`src/wdt_defs.svh`:
```
`ifndef WDT_DEFS_SVH
`define WDT_DEFS_SVH

// ------------------------------------------------------------
// Register offsets (indices on the plain register port)
// ------------------------------------------------------------
`define WDT_OFF_CONFIG 2'h0
`define WDT_OFF_KEYFLAGS 2'h1
`define WDT_OFF_SNAPSHOT 2'h2
`define WDT_OFF_CONTROL 2'h3

// ------------------------------------------------------------
// Field positions
// ------------------------------------------------------------
`define WDT_CFG_WS_HI 7
`define WDT_CFG_WS_LO 5
`define WDT_CFG_RCEN_HI 3
`define WDT_CFG_RCEN_LO 2
`define WDT_CFG_PWR_HI 1
`define WDT_CFG_PWR_LO 0
`define WDT_KEY_HI 7
`define WDT_KEY_LO 3
`define WDT_BIT_BOR 2
`define WDT_BIT_BSR 1
`define WDT_BIT_KRF 0
`define WDT_CTL_PDF 1
`define WDT_CTL_TO 0

// ------------------------------------------------------------
// Reset values and codes
// ------------------------------------------------------------
`define WDT_CFG_RESET 8'hE9
`define WDT_KEY_ENABLE 5'h0A
`define WDT_KEY_ALT 5'h15
`define WDT_RCEN_OFF 2'h1
`define WDT_PWR_REG 2'h2

// ------------------------------------------------------------
// Timing
// ------------------------------------------------------------
`define WDT_INSTR_DIV 4
`define WDT_KEY_RST_DELAY 2
`define WDT_CNT_W 16

`endif

```
`src/wdt_pkg.sv`:
```
package wdt_pkg;

    // Watchdog clock source
    typedef enum logic [1:0]
    {
        SRC_SLOW_RC = 2'b00,
        SRC_SLOW_XTAL = 2'b01,
        SRC_INSTR = 2'b10
    } clk_src_e;

    // Key-reset sequencer state
    typedef enum logic [1:0]
    {
        KEY_IDLE = 2'b00,
        KEY_WAIT = 2'b01,
        KEY_FIRE = 2'b10
    } key_state_e;

endpackage : wdt_pkg

```
`src/wdt_tick_gen.sv`:
```
`timescale 1ns/10ps
`include "wdt_defs.svh"

// Makes one-cycle count ticks from the selected watchdog clock source
module wdt_tick_gen
(
    input wire logic core_clk,
    input wire logic reset,
    input wire logic clk_en,
    input wire logic [1:0] src_sel,
    input wire logic slow_rc_run,
    input wire logic powerdown,
    input wire logic slow_rc_edge,
    input wire logic slow_xtal_edge,
    output logic tick,
    output logic rc_tick
);

    logic [1:0] div_r; // Instruction clock divider

    // ------------------------------------------------------------
    // Instruction clock: system clock divided by four
    // ------------------------------------------------------------
    always_ff @(posedge core_clk or posedge reset)
    begin
        if (reset)
            div_r <= 2'h0;
        else if (clk_en)
            div_r <= div_r + 2'h1;
    end

    // Stopped slow RC gives no edges at all, whoever selects it
    assign rc_tick = slow_rc_edge & slow_rc_run;

    // Source mux; instruction clock dies with the system clock in power-down
    always_comb
    begin
        unique case (src_sel)
            2'b00: tick = rc_tick;
            2'b01: tick = slow_xtal_edge;
            2'b10: tick = (div_r == 2'h3) & ~powerdown;
            default: tick = 1'b0;
        endcase
    end

endmodule : wdt_tick_gen

```
`src/wdt_core.sv`:
```
// The plain strobed port and the address map were chosen for this implementation.
`timescale 1ns/10ps
`include "wdt_defs.svh"

// Behaviour
// - Watchdog clocks from slow RC, crystal, instruction
// - Always-on: both valid keys keep it enabled
// - Software mode: 10101 disables, 01010 enables
// - Bad key resets after two-three slow RC cycles; here on the second edge, after one to two cycles
// - Bad key sets key-reset flag
// - Timeout period is two to eight-plus-field
// - Disabled watchdog never resets; counter readable, clearable; here a bad-key reset already pending still fires
// - Snapshot returns counter bits four to eleven
// - Slow RC off only at enable field 01
// - Disabled slow RC stops for everyone
// - Regulator supply only at field 10
// - Instruction clock stops counting in power-down
// - Normal overflow: full reset, set expiry flag
// - Power-down overflow: warm reset only
// - Counter cleared by pin, clear instruction, halt
// - Single clear or clear pair, by option
// - Brownout flags hardware-set, software-cleared only
// - Key field powers up as 01010
// - Halt clears counter, restarts on slow clocks
// - Halt sets powerdown flag, clears expiry flag; here an enabled overflow in the same cycle keeps it set
module wdt_core
(
    input wire logic core_clk,
    input wire logic reset,
    input wire logic clk_en,
    input wire logic [1:0] src_sel,
    input wire logic always_on,
    input wire logic clear_pair_mode,
    input wire logic slow_rc_edge,
    input wire logic slow_xtal_edge,
    input wire logic external_reset_pin_n,
    input wire logic single_clear_instr,
    input wire logic pair_clear_first,
    input wire logic pair_clear_second,
    input wire logic halt_instr,
    input wire logic wake_event,
    input wire logic brownout_reset,
    input wire logic brownout_setting_reset,
    input wire logic [1:0] reg_addr,
    input wire logic [7:0] reg_wdata,
    input wire logic reg_wr,
    input wire logic reg_rd,
    output logic [7:0] reg_rdata,
    output logic device_reset,
    output logic warm_reset,
    output logic slow_rc_on,
    output logic regulator_supply
);

    // ------------------------------------------------------------
    // State
    // ------------------------------------------------------------
    logic [2:0] timeout_select_r; // Period select
    logic [1:0] slow_rc_enable_field_r; // Slow RC enable
    logic [1:0] slow_rc_power_select_r; // Supply select
    logic [4:0] watchdog_key_field_r; // Key field
    logic brownout_reset_flag_r; // Brownout cause
    logic brownout_setting_reset_flag_r; // Brownout-setting cause
    logic key_reset_flag_r; // Bad-key cause
    logic expiry_flag_r; // Time-out cause
    logic powerdown_flag_r; // Halt entered
    logic powerdown_r; // In power-down
    logic [`WDT_CNT_W-1:0] count_r; // Watchdog counter
    logic pair_first_seen_r; // First half of pair done
    logic pair_second_seen_r; // Second half of pair done
    logic [1:0] key_wait_r; // Slow RC edges since bad key
    wdt_pkg::key_state_e key_state_r; // Key-reset sequencer
    logic pin_sync1_r; // Reset pin, first stage
    logic pin_sync2_r; // Reset pin, second stage
    logic rc_sync1_r; // Slow RC edge, first stage
    logic rc_sync2_r; // Slow RC edge, second stage
    logic xt_sync1_r; // Crystal edge, first stage
    logic xt_sync2_r; // Crystal edge, second stage
    logic device_reset_r; // Full reset pulse
    logic warm_reset_r; // Warm reset pulse
    logic [7:0] reg_rdata_r; // Read data

    // ------------------------------------------------------------
    // Combinational helpers
    // ------------------------------------------------------------
    logic tick; // One count step
    logic rc_tick; // Running slow RC edge
    logic enabled; // Watchdog may reset
    logic key_write; // Key register written
    logic [4:0] key_new; // Written key
    logic key_bad; // Written key is illegal
    logic sw_clear; // Software clear this cycle
    logic overflow; // Selected bit reached
    logic [3:0] ovf_bit; // Overflow bit index
    logic snap_wr; // Counter register written

    assign key_write = reg_wr & (reg_addr == `WDT_OFF_KEYFLAGS);
    assign key_new = reg_wdata[`WDT_KEY_HI:`WDT_KEY_LO];
    assign key_bad = (key_new != `WDT_KEY_ENABLE) && (key_new != `WDT_KEY_ALT);
    assign snap_wr = reg_wr & (reg_addr == `WDT_OFF_SNAPSHOT);

    // Always-on ignores the disable code; software mode honours it
    assign enabled = always_on | (watchdog_key_field_r != `WDT_KEY_ALT);

    // With the pair option a lone half clears nothing
    assign sw_clear = clear_pair_mode ?
        ((pair_first_seen_r | pair_clear_first) & (pair_second_seen_r | pair_clear_second)) :
        single_clear_instr;

    // Period is 2^(8+select) watchdog clocks
    assign ovf_bit = 4'h8 + {1'b0, timeout_select_r};
    assign overflow = tick & (count_r[ovf_bit[3:0] - 4'h1 -: 1] == 1'b1)
        & (count_r[ovf_bit - 4'h1] == 1'b1) & (&(count_r | ~((16'h1 << ovf_bit) - 16'h1)));

    // ------------------------------------------------------------
    // Tick generator
    // ------------------------------------------------------------
    wdt_tick_gen u_tick
    (
        .core_clk(core_clk),
        .reset(reset),
        .clk_en(clk_en),
        .src_sel(src_sel),
        .slow_rc_run(slow_rc_on),
        .powerdown(powerdown_r),
        .slow_rc_edge(rc_sync2_r),
        .slow_xtal_edge(xt_sync2_r),
        .tick(tick),
        .rc_tick(rc_tick)
    );

    // ------------------------------------------------------------
    // Synchronisers for pins; only stage two is read
    // ------------------------------------------------------------
    always_ff @(posedge core_clk or posedge reset)
    begin
        if (reset)
        begin
            pin_sync1_r <= 1'b1;
            pin_sync2_r <= 1'b1;
            rc_sync1_r <= 1'b0;
            rc_sync2_r <= 1'b0;
            xt_sync1_r <= 1'b0;
            xt_sync2_r <= 1'b0;
        end
        else if (clk_en)
        begin
            pin_sync1_r <= external_reset_pin_n;
            pin_sync2_r <= pin_sync1_r;
            rc_sync1_r <= slow_rc_edge;
            rc_sync2_r <= rc_sync1_r;
            xt_sync1_r <= slow_xtal_edge;
            xt_sync2_r <= xt_sync1_r;
        end
    end

    // ------------------------------------------------------------
    // Configuration register
    // ------------------------------------------------------------
    always_ff @(posedge core_clk or posedge reset)
    begin
        if (reset)
        begin
            timeout_select_r <= 3'(`WDT_CFG_RESET >> `WDT_CFG_WS_LO);
            slow_rc_enable_field_r <= 2'(`WDT_CFG_RESET >> `WDT_CFG_RCEN_LO);
            slow_rc_power_select_r <= 2'(`WDT_CFG_RESET >> `WDT_CFG_PWR_LO);
        end
        else if (clk_en && reg_wr && reg_addr == `WDT_OFF_CONFIG)
        begin
            timeout_select_r <= reg_wdata[`WDT_CFG_WS_HI:`WDT_CFG_WS_LO];
            slow_rc_enable_field_r <= reg_wdata[`WDT_CFG_RCEN_HI:`WDT_CFG_RCEN_LO];
            slow_rc_power_select_r <= reg_wdata[`WDT_CFG_PWR_HI:`WDT_CFG_PWR_LO];
        end
    end

    // Oscillator control outputs, registered
    always_ff @(posedge core_clk or posedge reset)
    begin
        if (reset)
        begin
            slow_rc_on <= 1'b1;
            regulator_supply <= 1'b0;
        end
        else if (clk_en)
        begin
            slow_rc_on <= (slow_rc_enable_field_r != `WDT_RCEN_OFF);
            regulator_supply <= (slow_rc_power_select_r == `WDT_PWR_REG);
        end
    end

    // ------------------------------------------------------------
    // Key field; powers up enabled
    // ------------------------------------------------------------
    always_ff @(posedge core_clk or posedge reset)
    begin
        if (reset)
            watchdog_key_field_r <= `WDT_KEY_ENABLE;
        else if (clk_en && key_write)
            watchdog_key_field_r <= key_new;
    end

    // ------------------------------------------------------------
    // Key-reset sequencer: waits two slow RC edges, fires the cycle after the second
    // ------------------------------------------------------------
    always_ff @(posedge core_clk or posedge reset)
    begin
        if (reset)
        begin
            key_state_r <= wdt_pkg::KEY_IDLE;
            key_wait_r <= 2'h0;
        end
        else if (clk_en)
        begin
            unique case (key_state_r)
                wdt_pkg::KEY_IDLE:
                begin
                    key_wait_r <= 2'h0;
                    if (key_write && key_bad)
                        key_state_r <= wdt_pkg::KEY_WAIT;
                end
                wdt_pkg::KEY_WAIT:
                begin
                    // Partial first RC period gives the one-to-two period spread
                    if (rc_tick)
                        key_wait_r <= key_wait_r + 2'h1;
                    if (rc_tick && key_wait_r == 2'(`WDT_KEY_RST_DELAY - 1))
                        key_state_r <= wdt_pkg::KEY_FIRE;
                end
                wdt_pkg::KEY_FIRE:
                    key_state_r <= wdt_pkg::KEY_IDLE;
                default:
                    key_state_r <= wdt_pkg::KEY_IDLE;
            endcase
        end
    end

    // ------------------------------------------------------------
    // Reset-cause flags; hardware set wins over software clear
    // ------------------------------------------------------------
    always_ff @(posedge core_clk or posedge reset)
    begin
        if (reset)
        begin
            brownout_reset_flag_r <= 1'b0;
            brownout_setting_reset_flag_r <= 1'b0;
            key_reset_flag_r <= 1'b0;
        end
        else if (clk_en)
        begin
            // Software may only write zero to these
            if (brownout_reset)
                brownout_reset_flag_r <= 1'b1;
            else if (key_write && !reg_wdata[`WDT_BIT_BOR])
                brownout_reset_flag_r <= 1'b0;
            if (brownout_setting_reset)
                brownout_setting_reset_flag_r <= 1'b1;
            else if (key_write && !reg_wdata[`WDT_BIT_BSR])
                brownout_setting_reset_flag_r <= 1'b0;
            if (key_state_r == wdt_pkg::KEY_FIRE)
                key_reset_flag_r <= 1'b1;
            else if (key_write && !reg_wdata[`WDT_BIT_KRF])
                key_reset_flag_r <= 1'b0;
        end
    end

    // ------------------------------------------------------------
    // Power-down state and status flags
    // ------------------------------------------------------------
    always_ff @(posedge core_clk or posedge reset)
    begin
        if (reset)
        begin
            powerdown_r <= 1'b0;
            powerdown_flag_r <= 1'b0;
            expiry_flag_r <= 1'b0;
        end
        else if (clk_en)
        begin
            if (halt_instr)
            begin
                powerdown_r <= 1'b1;
                powerdown_flag_r <= 1'b1;
                expiry_flag_r <= overflow && enabled; // Same-cycle expiry wins
            end
            else
            begin
                if (wake_event || (overflow && enabled))
                    powerdown_r <= 1'b0;
                if (overflow && enabled)
                    expiry_flag_r <= 1'b1;
                if (sw_clear)
                    powerdown_flag_r <= 1'b0;
            end
        end
    end

    // ------------------------------------------------------------
    // Clear-pair tracking
    // ------------------------------------------------------------
    always_ff @(posedge core_clk or posedge reset)
    begin
        if (reset)
        begin
            pair_first_seen_r <= 1'b0;
            pair_second_seen_r <= 1'b0;
        end
        else if (clk_en)
        begin
            if (sw_clear || !clear_pair_mode)
            begin
                pair_first_seen_r <= 1'b0;
                pair_second_seen_r <= 1'b0;
            end
            else
            begin
                if (pair_clear_first)
                    pair_first_seen_r <= 1'b1;
                if (pair_clear_second)
                    pair_second_seen_r <= 1'b1;
            end
        end
    end

    // ------------------------------------------------------------
    // Watchdog counter
    // ------------------------------------------------------------
    always_ff @(posedge core_clk or posedge reset)
    begin
        if (reset)
            count_r <= '0;
        else if (clk_en)
        begin
            // Halt clears; instruction source then stalls anyway
            if (!pin_sync2_r || sw_clear || halt_instr)
                count_r <= '0;
            else if (snap_wr && !enabled)
                count_r <= '0;
            else if (overflow)
                count_r <= '0;
            else if (tick)
                count_r <= count_r + 16'h1;
        end
    end

    // ------------------------------------------------------------
    // Reset outputs: one-cycle pulses
    // ------------------------------------------------------------
    always_ff @(posedge core_clk or posedge reset)
    begin
        if (reset)
        begin
            device_reset_r <= 1'b0;
            warm_reset_r <= 1'b0;
        end
        else if (clk_en)
        begin
            // A disabled watchdog never resets the chip on overflow; a pending bad-key reset still fires
            device_reset_r <= (overflow && enabled && !powerdown_r)
                || key_state_r == wdt_pkg::KEY_FIRE;
            warm_reset_r <= overflow && enabled && powerdown_r;
        end
    end

    assign device_reset = device_reset_r;
    assign warm_reset = warm_reset_r;

    // ------------------------------------------------------------
    // Register read port, data one cycle after the strobe
    // ------------------------------------------------------------
    always_ff @(posedge core_clk or posedge reset)
    begin
        if (reset)
            reg_rdata_r <= 8'h00;
        else if (clk_en)
        begin
            if (!reg_rd)
                reg_rdata_r <= 8'h00;
            else
            begin
                unique case (reg_addr)
                    `WDT_OFF_CONFIG:
                        reg_rdata_r <= {timeout_select_r, 1'b0, slow_rc_enable_field_r, slow_rc_power_select_r};
                    `WDT_OFF_KEYFLAGS:
                        reg_rdata_r <= {watchdog_key_field_r, brownout_reset_flag_r,
                            brownout_setting_reset_flag_r, key_reset_flag_r};
                    `WDT_OFF_SNAPSHOT:
                        reg_rdata_r <= count_r[11:4];
                    `WDT_OFF_CONTROL:
                        reg_rdata_r <= {6'h00, powerdown_flag_r, expiry_flag_r};
                endcase
            end
        end
    end

    assign reg_rdata = reg_rdata_r;

endmodule : wdt_core

```
`config.mk`:
```
export PLATFORM = sky130hd
export DESIGN_NAME = wdt_core
export DESIGN_NICKNAME = d
export VERILOG_FILES = /design/src/wdt_pkg.sv /design/src/wdt_tick_gen.sv /design/src/wdt_core.sv
export VERILOG_INCLUDE_DIRS = /design/src
export SDC_FILE = /design/constraint.sdc
export NUM_CORES = 1
export LEC_CHECK = 0
export BUFFER_PORTS_ARGS = -buffer_cell sky130_fd_sc_hd__buf_2
export CORE_ASPECT_RATIO = 1.1
export CORE_MARGIN = 2
export CORE_UTILIZATION = 60
export DETAILED_ROUTE_END_ITERATION = 7
export GPL_ROUTABILITY_DRIVEN = 0
export GPL_TIMING_DRIVEN = 0
export PLACE_DENSITY = 0.82
export SLEW_MARGIN = 15
export SYNTH_ARGS = -nofsm -noshare
export SYNTH_HDL_FRONTEND = slang
export SYNTH_SLANG_ARGS = --single-unit
```
`constraint.sdc`:
```
create_clock -name core_clk -period 7.4 [get_ports core_clk]
set_input_delay 1.11 -clock core_clk [delete_from_list [all_inputs] [get_ports core_clk]]
set_output_delay 1.11 -clock core_clk [all_outputs]
set_load 0.01 [all_outputs]
```
==> Word-level counts from Yosys, hierarchy flattened <==
Cells that the tools add are included.
{ "word_totals": {"elab_cells": 148, "output_inout_bits": 12, "reg_bits": 60} }
{ "op_classes": {"n_addsub": 6, "n_mux": 31, "reduce_logical": 50, "n_bitwise": 14, "n_eq_ne": 17, "order_cmp": 1, "shifts": 2} }
{ "op_table": {"columns": ["cell", "count"], "rows": [
  ["$mux 16", 4],
  ["$pmux 8 s4", 1],
  ["$mux 1", 18],
  ["$reduce_and 2->1", 9],
  ["$reduce_bool 2->1", 9],
  ["$add 16x1->16 const B", 1],
  ["$not 16->16", 1],
  ["$or 16x16->16", 1],
  ["$reduce_and 16->1", 1],
  ["$shiftx 16x5->1", 1],
  ["$shl 1x4->16 const A", 1],
  ["$sub 16x1->16 const B", 1],
  ["$logic_and 1x1->1", 13],
  ["$eq 2x2->1 const B", 6],
  ["$ne 5x5->1 const B", 2],
  ["$and 1x1->1", 8],
  ["$eq 2x1->1 const B", 4],
  ["$mux 8", 1],
  ["$pmux 2 s2", 2],
  ["$logic_not 1->1", 7],
  ["$logic_not 2->1", 3],
  ["$mux 2", 3],
  ["$ne 2x2->1 const B", 3],
  ["$reduce_and 3->1", 2],
  ["other kinds (12)", 19]
]} }

==> Longest topological paths before layout <==
{ "logic_depth": {"depth_word": 11, "ltp_mapped": 12, "depth_no_buf": 10} }

==> Hierarchy <==
From an unflattened synthesis, not the netlist that was laid out.
{ "unflattened": {"hier_cells": 338, "area_unflattened_um2": 3370.7} }
{ "by_module_without_submodules": {"columns": ["module", "seq_area_each_um2", "cells_each", "instances", "area_each_um2"], "rows": [
  ["wdt_core", 1463.9, 327, 1, 3239.4],
  ["wdt_tick_gen", 50.0, 11, 1, 131.4]
]} }

==> Worst setup path before layout <==
OpenSTA, ideal clock, no wires.
{ "synth_timing": {"kind": "reg-to-reg", "from": "reg timeout_select_r[0]", "to": "reg count_r[12]", "setup_slack_ns": 4.449, "period_less_slack_ns": 2.951, "t_arrival_ns": 2.831, "path_stages_with_launch": 13, "n_path_buf": 2, "path_cell_list": "dfstp_2 > clkbuf_1 > inv_1 > ha_1 > nand2_1 > ha_1 > nor4b_1 > or3_1 > a2111oi_0 > o2111a_2 > buf_6 > o31ai_1 > a22o_1"} }
{ "synth_via": {"elab_chain_cells": 10} }
{ "synth_lines": {"columns": ["element", "line", "source"], "rows": [
  ["from (decl)", "wdt_core.sv:58", "logic [2:0] timeout_select_r;"],
  ["from (signal assigned)", "wdt_core.sv:164", "timeout_select_r <= 3'(`WDT_CFG_RESET >> `WDT_CFG_WS_LO);"],
  ["from (signal assigned)", "wdt_core.sv:170", "timeout_select_r <= reg_wdata[`WDT_CFG_WS_HI:`WDT_CFG_WS_LO];"],
  ["$add 4x3->4 (*)", "wdt_core.sv:111", "assign ovf_bit = 4'h8 + {1'b0, timeout_select_r};"],
  ["$shl 1x4->16", "wdt_core.sv:113", "& (count_r[ovf_bit - 4'h1] == 1'b1) & (&(count_r | ~((16'h1 << ovf_bit) - 16'h1)));"],
  ["$sub 16x1->16", "wdt_core.sv:113", null],
  ["$not 16->16", "wdt_core.sv:113", null],
  ["$or 16x16->16", "wdt_core.sv:113", null],
  ["$reduce_and 16->1", "wdt_core.sv:113", null],
  ["$and 1x1->1 (*)", "wdt_core.sv:113", null],
  ["$mux 16", "wdt_core.sv:338", "else if (overflow)"],
  ["$mux 16", "wdt_core.sv:336", "else if (snap_wr && !enabled)"],
  ["$mux 16", "wdt_core.sv:334", "if (!pin_sync2_r || sw_clear || halt_instr)"],
  ["to (signal assigned)", "wdt_core.sv:341", "count_r <= count_r + 16'h1;"],
  ["to (decl)", "wdt_core.sv:68", "logic [`WDT_CNT_W-1:0] count_r;"]
]} }
Every way passes the cells marked *; elsewhere a longest branch is shown, timed or not. The select of a mux whose other input is x is not followed.
A chain may end at the register's enable or synchronous reset.

==> Final worst setup path <==
{ "layout_timing": {"from": "reg timeout_select_r[0]", "to": "reg count_r[14]"} }
The elaborated chain is that of the path after synthesis.

==> flow_summary.json <==
{
  "outcome": "complete, no violations",
  "cp_max_fo": 10,
  "drive_above_1_share_pct": 24.6,
  "p_leak_nw": 1.75,
  "cap_viol_max_count": 0,
  "clk_pin_slew_worst_paths_ps": 70,
  "timing.final.crit_share_pct": 46.9,
  "synth_mux_area_share_pct": 10.9,
  "synth_area_per_cell_um2": 9.69,
  "maxSlewHeadroom_pct": 51.0,
  "grt_max_degree": 61,
  "cts.path.max_buffers": 2,
  "ys_ff_latch": 60,
  "rsz0062_at_grt": "no",
  "endpoint_kind": "flip-flop",
  "wl_per_cell_um": 17.0,
  "dr.pass1.iters": 5,
  "synth_fa_ha_area_share_pct": 3.31,
  "post-synth-top-count-cell": "dfrtp_1",
  "drt_iter0_markers": 321,
  "synthCells": 351,
  "hold_viol": 0,
  "fin_setup_tns_ps": 0,
  "use_met1_pct": 37.9,
  "routed_wl_um": 8180,
  "syn_area_mm2": 0.00340,
  "stdcell_count": 481,
  "gr-usage-all-layers_pct": 28.5,
  "synth.top_cell.area_share_pct": 36.8,
  "drc": 0,
  "crit_type": "reg -> reg",
  "post_cts_buffers": 0,
  "use_met2_pct": 45.1,
  "syn-num-nets": 389,
  "finClkSkew_ps": 5.87,
  "finalCriticalPeriod_ps": 3470,
  "met3_usage_pct": 6.07,
  "clk-insertion-delay-late_ps": 350,
  "ant_nets": 0,
  "htree_num_levels": 3,
  "synth_cell_type_count": 62,
  "dieArea_mm2": 0.00629,
  "r2r_setup_slack_ps": 3930,
  "cts.repair.resized": 0,
  "worst_setup_path_start_kind": "flip-flop",
  "core_area_mm2": 0.00543,
  "ctsHoldBuffers": 0,
  "numCtsBuffers": 9,
  "synth_top_family_by_area": "simple AND/OR/NAND/NOR gates",
  "worstMarginPinSlew_ps": 731,
  "total_power_uw": 967,
  "die_width_um": 75.8,
  "place_inst": 465,
  "arrival_ps": 3690,
  "ys.flop_type": "dfrtp_1",
  "synth-compound-area-share_pct": 15.9,
  "vias": 2909,
  "final_util_pct": 72.2,
  "area_growth_pct": 15.3,
  "io_buffers": 39,
  "synth_seq_area_share_pct": 44.5,
  "grt_first_pass_wirelength_um": 13700,
  "synth-edff-count": 0,
  "async_flop_share_pct": 100,
  "report.final.slew_viol_count": 0,
  "fillCellCount": 394,
  "synth-simple-area-share_pct": 20.0,
  "grt_pass1_vias": 2952,
  "die_h_um": 83.0,
  "overflow": 0,
  "cts_root_buf": "clkbuf_8",
  "synth_commonest_cells": "dfrtp_1, nand2_1, o21ai_0",
  "synth_xor_area_share_pct": 0.773,
  "antenna_found_initial": 0,
  "io_pins": 41,
  "hp-class": "reg -> reg",
  "power_density_mw_per_mm2": 247,
  "synth_top_cell_by_area": "dfrtp_1",
  "via_per_inst": 6.05,
  "cts_tree": "yes",
  "timing.hold.ws_ps": 482,
  "final_nets": 439,
  "rows": 28,
  "peakVddDrop_v": 0.000161,
  "clock-sinks": 60,
  "antennaDiodeCount": 0,
  "start_util_pct": 62.6,
  "worstPathRequired_ps": 7620,
  "final-setup-viol-count": 0,
  "synth.area.top_cells": "dfrtp_1, dfstp_2, mux2_2",
  "fmax_mhz": 288,
  "place.detailed.hpwl_um": 5720,
  "top_usage_layer": "met2",
  "ys_warn_count": 0
}
## sequential cells by signal, indices dropped and copies added, names as in the netlist, 2 cells and up
register,cells
count_r,16
timeout_select_r,3
reg_rdata,8
key_state_r,2
key_wait_r,2
watchdog_key_field_r,5
slow_rc_power_select_r,2
u_tick.div_r,2
slow_rc_enable_field_r,2
## routing by layer
layer | share of wire, % | vias up | wire length, um
li1 | - | 1373 | -
met3 | 5.6 | 20 | 461
met4 | 2.1 | 0 | 174
met2 | 50 | 117 | 4120
met1 | 42 | 1399 | 3420
met5 | 0 | - | 0
## through the flow
step	cell area, um2	worst slack, ps
after floorplan	3400	4450
after global placement	3690	4070
after detailed placement	3690	4010
after CTS	3920	3990
after global routing	3920	3700
final	3920	3930
## worst max-delay path: stages (launching register included)
cell,delay (ps)
dfstp_2,550
clkbuf_1,280
inv_1,160
ha_1,310
nand2_1,110
ha_1,270
nor4b_1,80
or3_1,360
a2111oi_0,460
o2111a_2,310
buf_6,150
nand2b_4,200
o21ai_0,120
## placed cells by master (no fill, tap or decap), types with 5 or more instances in the layout
cell / n
ha_1: 9
inv_1: 20
nor2b_1: 6
nand3_1: 17
nor2_1: 18
mux2_2: 18
clkbuf_8: 9
dfrtp_1: 50
o21ai_0: 28
nor3_1: 8
a21oi_1: 18
nand2_1: 45
mux2i_1: 10
o22ai_1: 7
clkbuf_1: 8
buf_2: 41
dfstp_2: 10
and3_1: 5
## cell families (layout without fill, tap and decap cells)
group	Yosys count	count (layout)
AO/OA/AOI/OAI	81	81
XOR/XNOR	3	3
adder cells (fa/ha/maj)	9	9
buffers and inverters	37	92
flip-flops	60	60
multiplexers	31	31
AND/OR/NAND/NOR	130	130
## final cells by class
type                       instances  area [um2]  area share, %
tap                               75        93.8           2.39
clock inverter                     7         100           2.55
timing repair buffer              39         195           4.98
sequential                        60        1510           38.6
clock buffer                       9         124           3.16
multi-input combinational        254        1740           44.3
inverter                          21        81.3           2.07
buffer                            16        77.6           1.98
## final timing paths
kind | from | end | cells past startpoint
worst max-delay path | timeout_select_r[0]$_DFFE_PP1P_ | count_r[14]$_DFFE_PP0P_ | 12
worst min-delay path | powerdown_flag_r$_DFFE_PP0P_ | powerdown_flag_r$_DFFE_PP0P_ | 2
worst max register to register | timeout_select_r[0]$_DFFE_PP1P_ | count_r[14]$_DFFE_PP0P_ | 12
worst min register to register | powerdown_flag_r$_DFFE_PP0P_ | powerdown_flag_r$_DFFE_PP0P_ | 2
max in group asynchronous | reset | reg_rdata[6]$_DFFE_PP0P_ | 2
min in group asynchronous | reset | count_r[3]$_DFFE_PP0P_ | 2
## report_power, final
group	leakage [nW]	internal (mW)	switching (mW)
combinational	0.878	0.0979	0.118
sequential	0.753	0.382	0.0378
clock	0.114	0.192	0.140
total	1.75	0.671	0.296
Power figures use the tool's default switching activity.
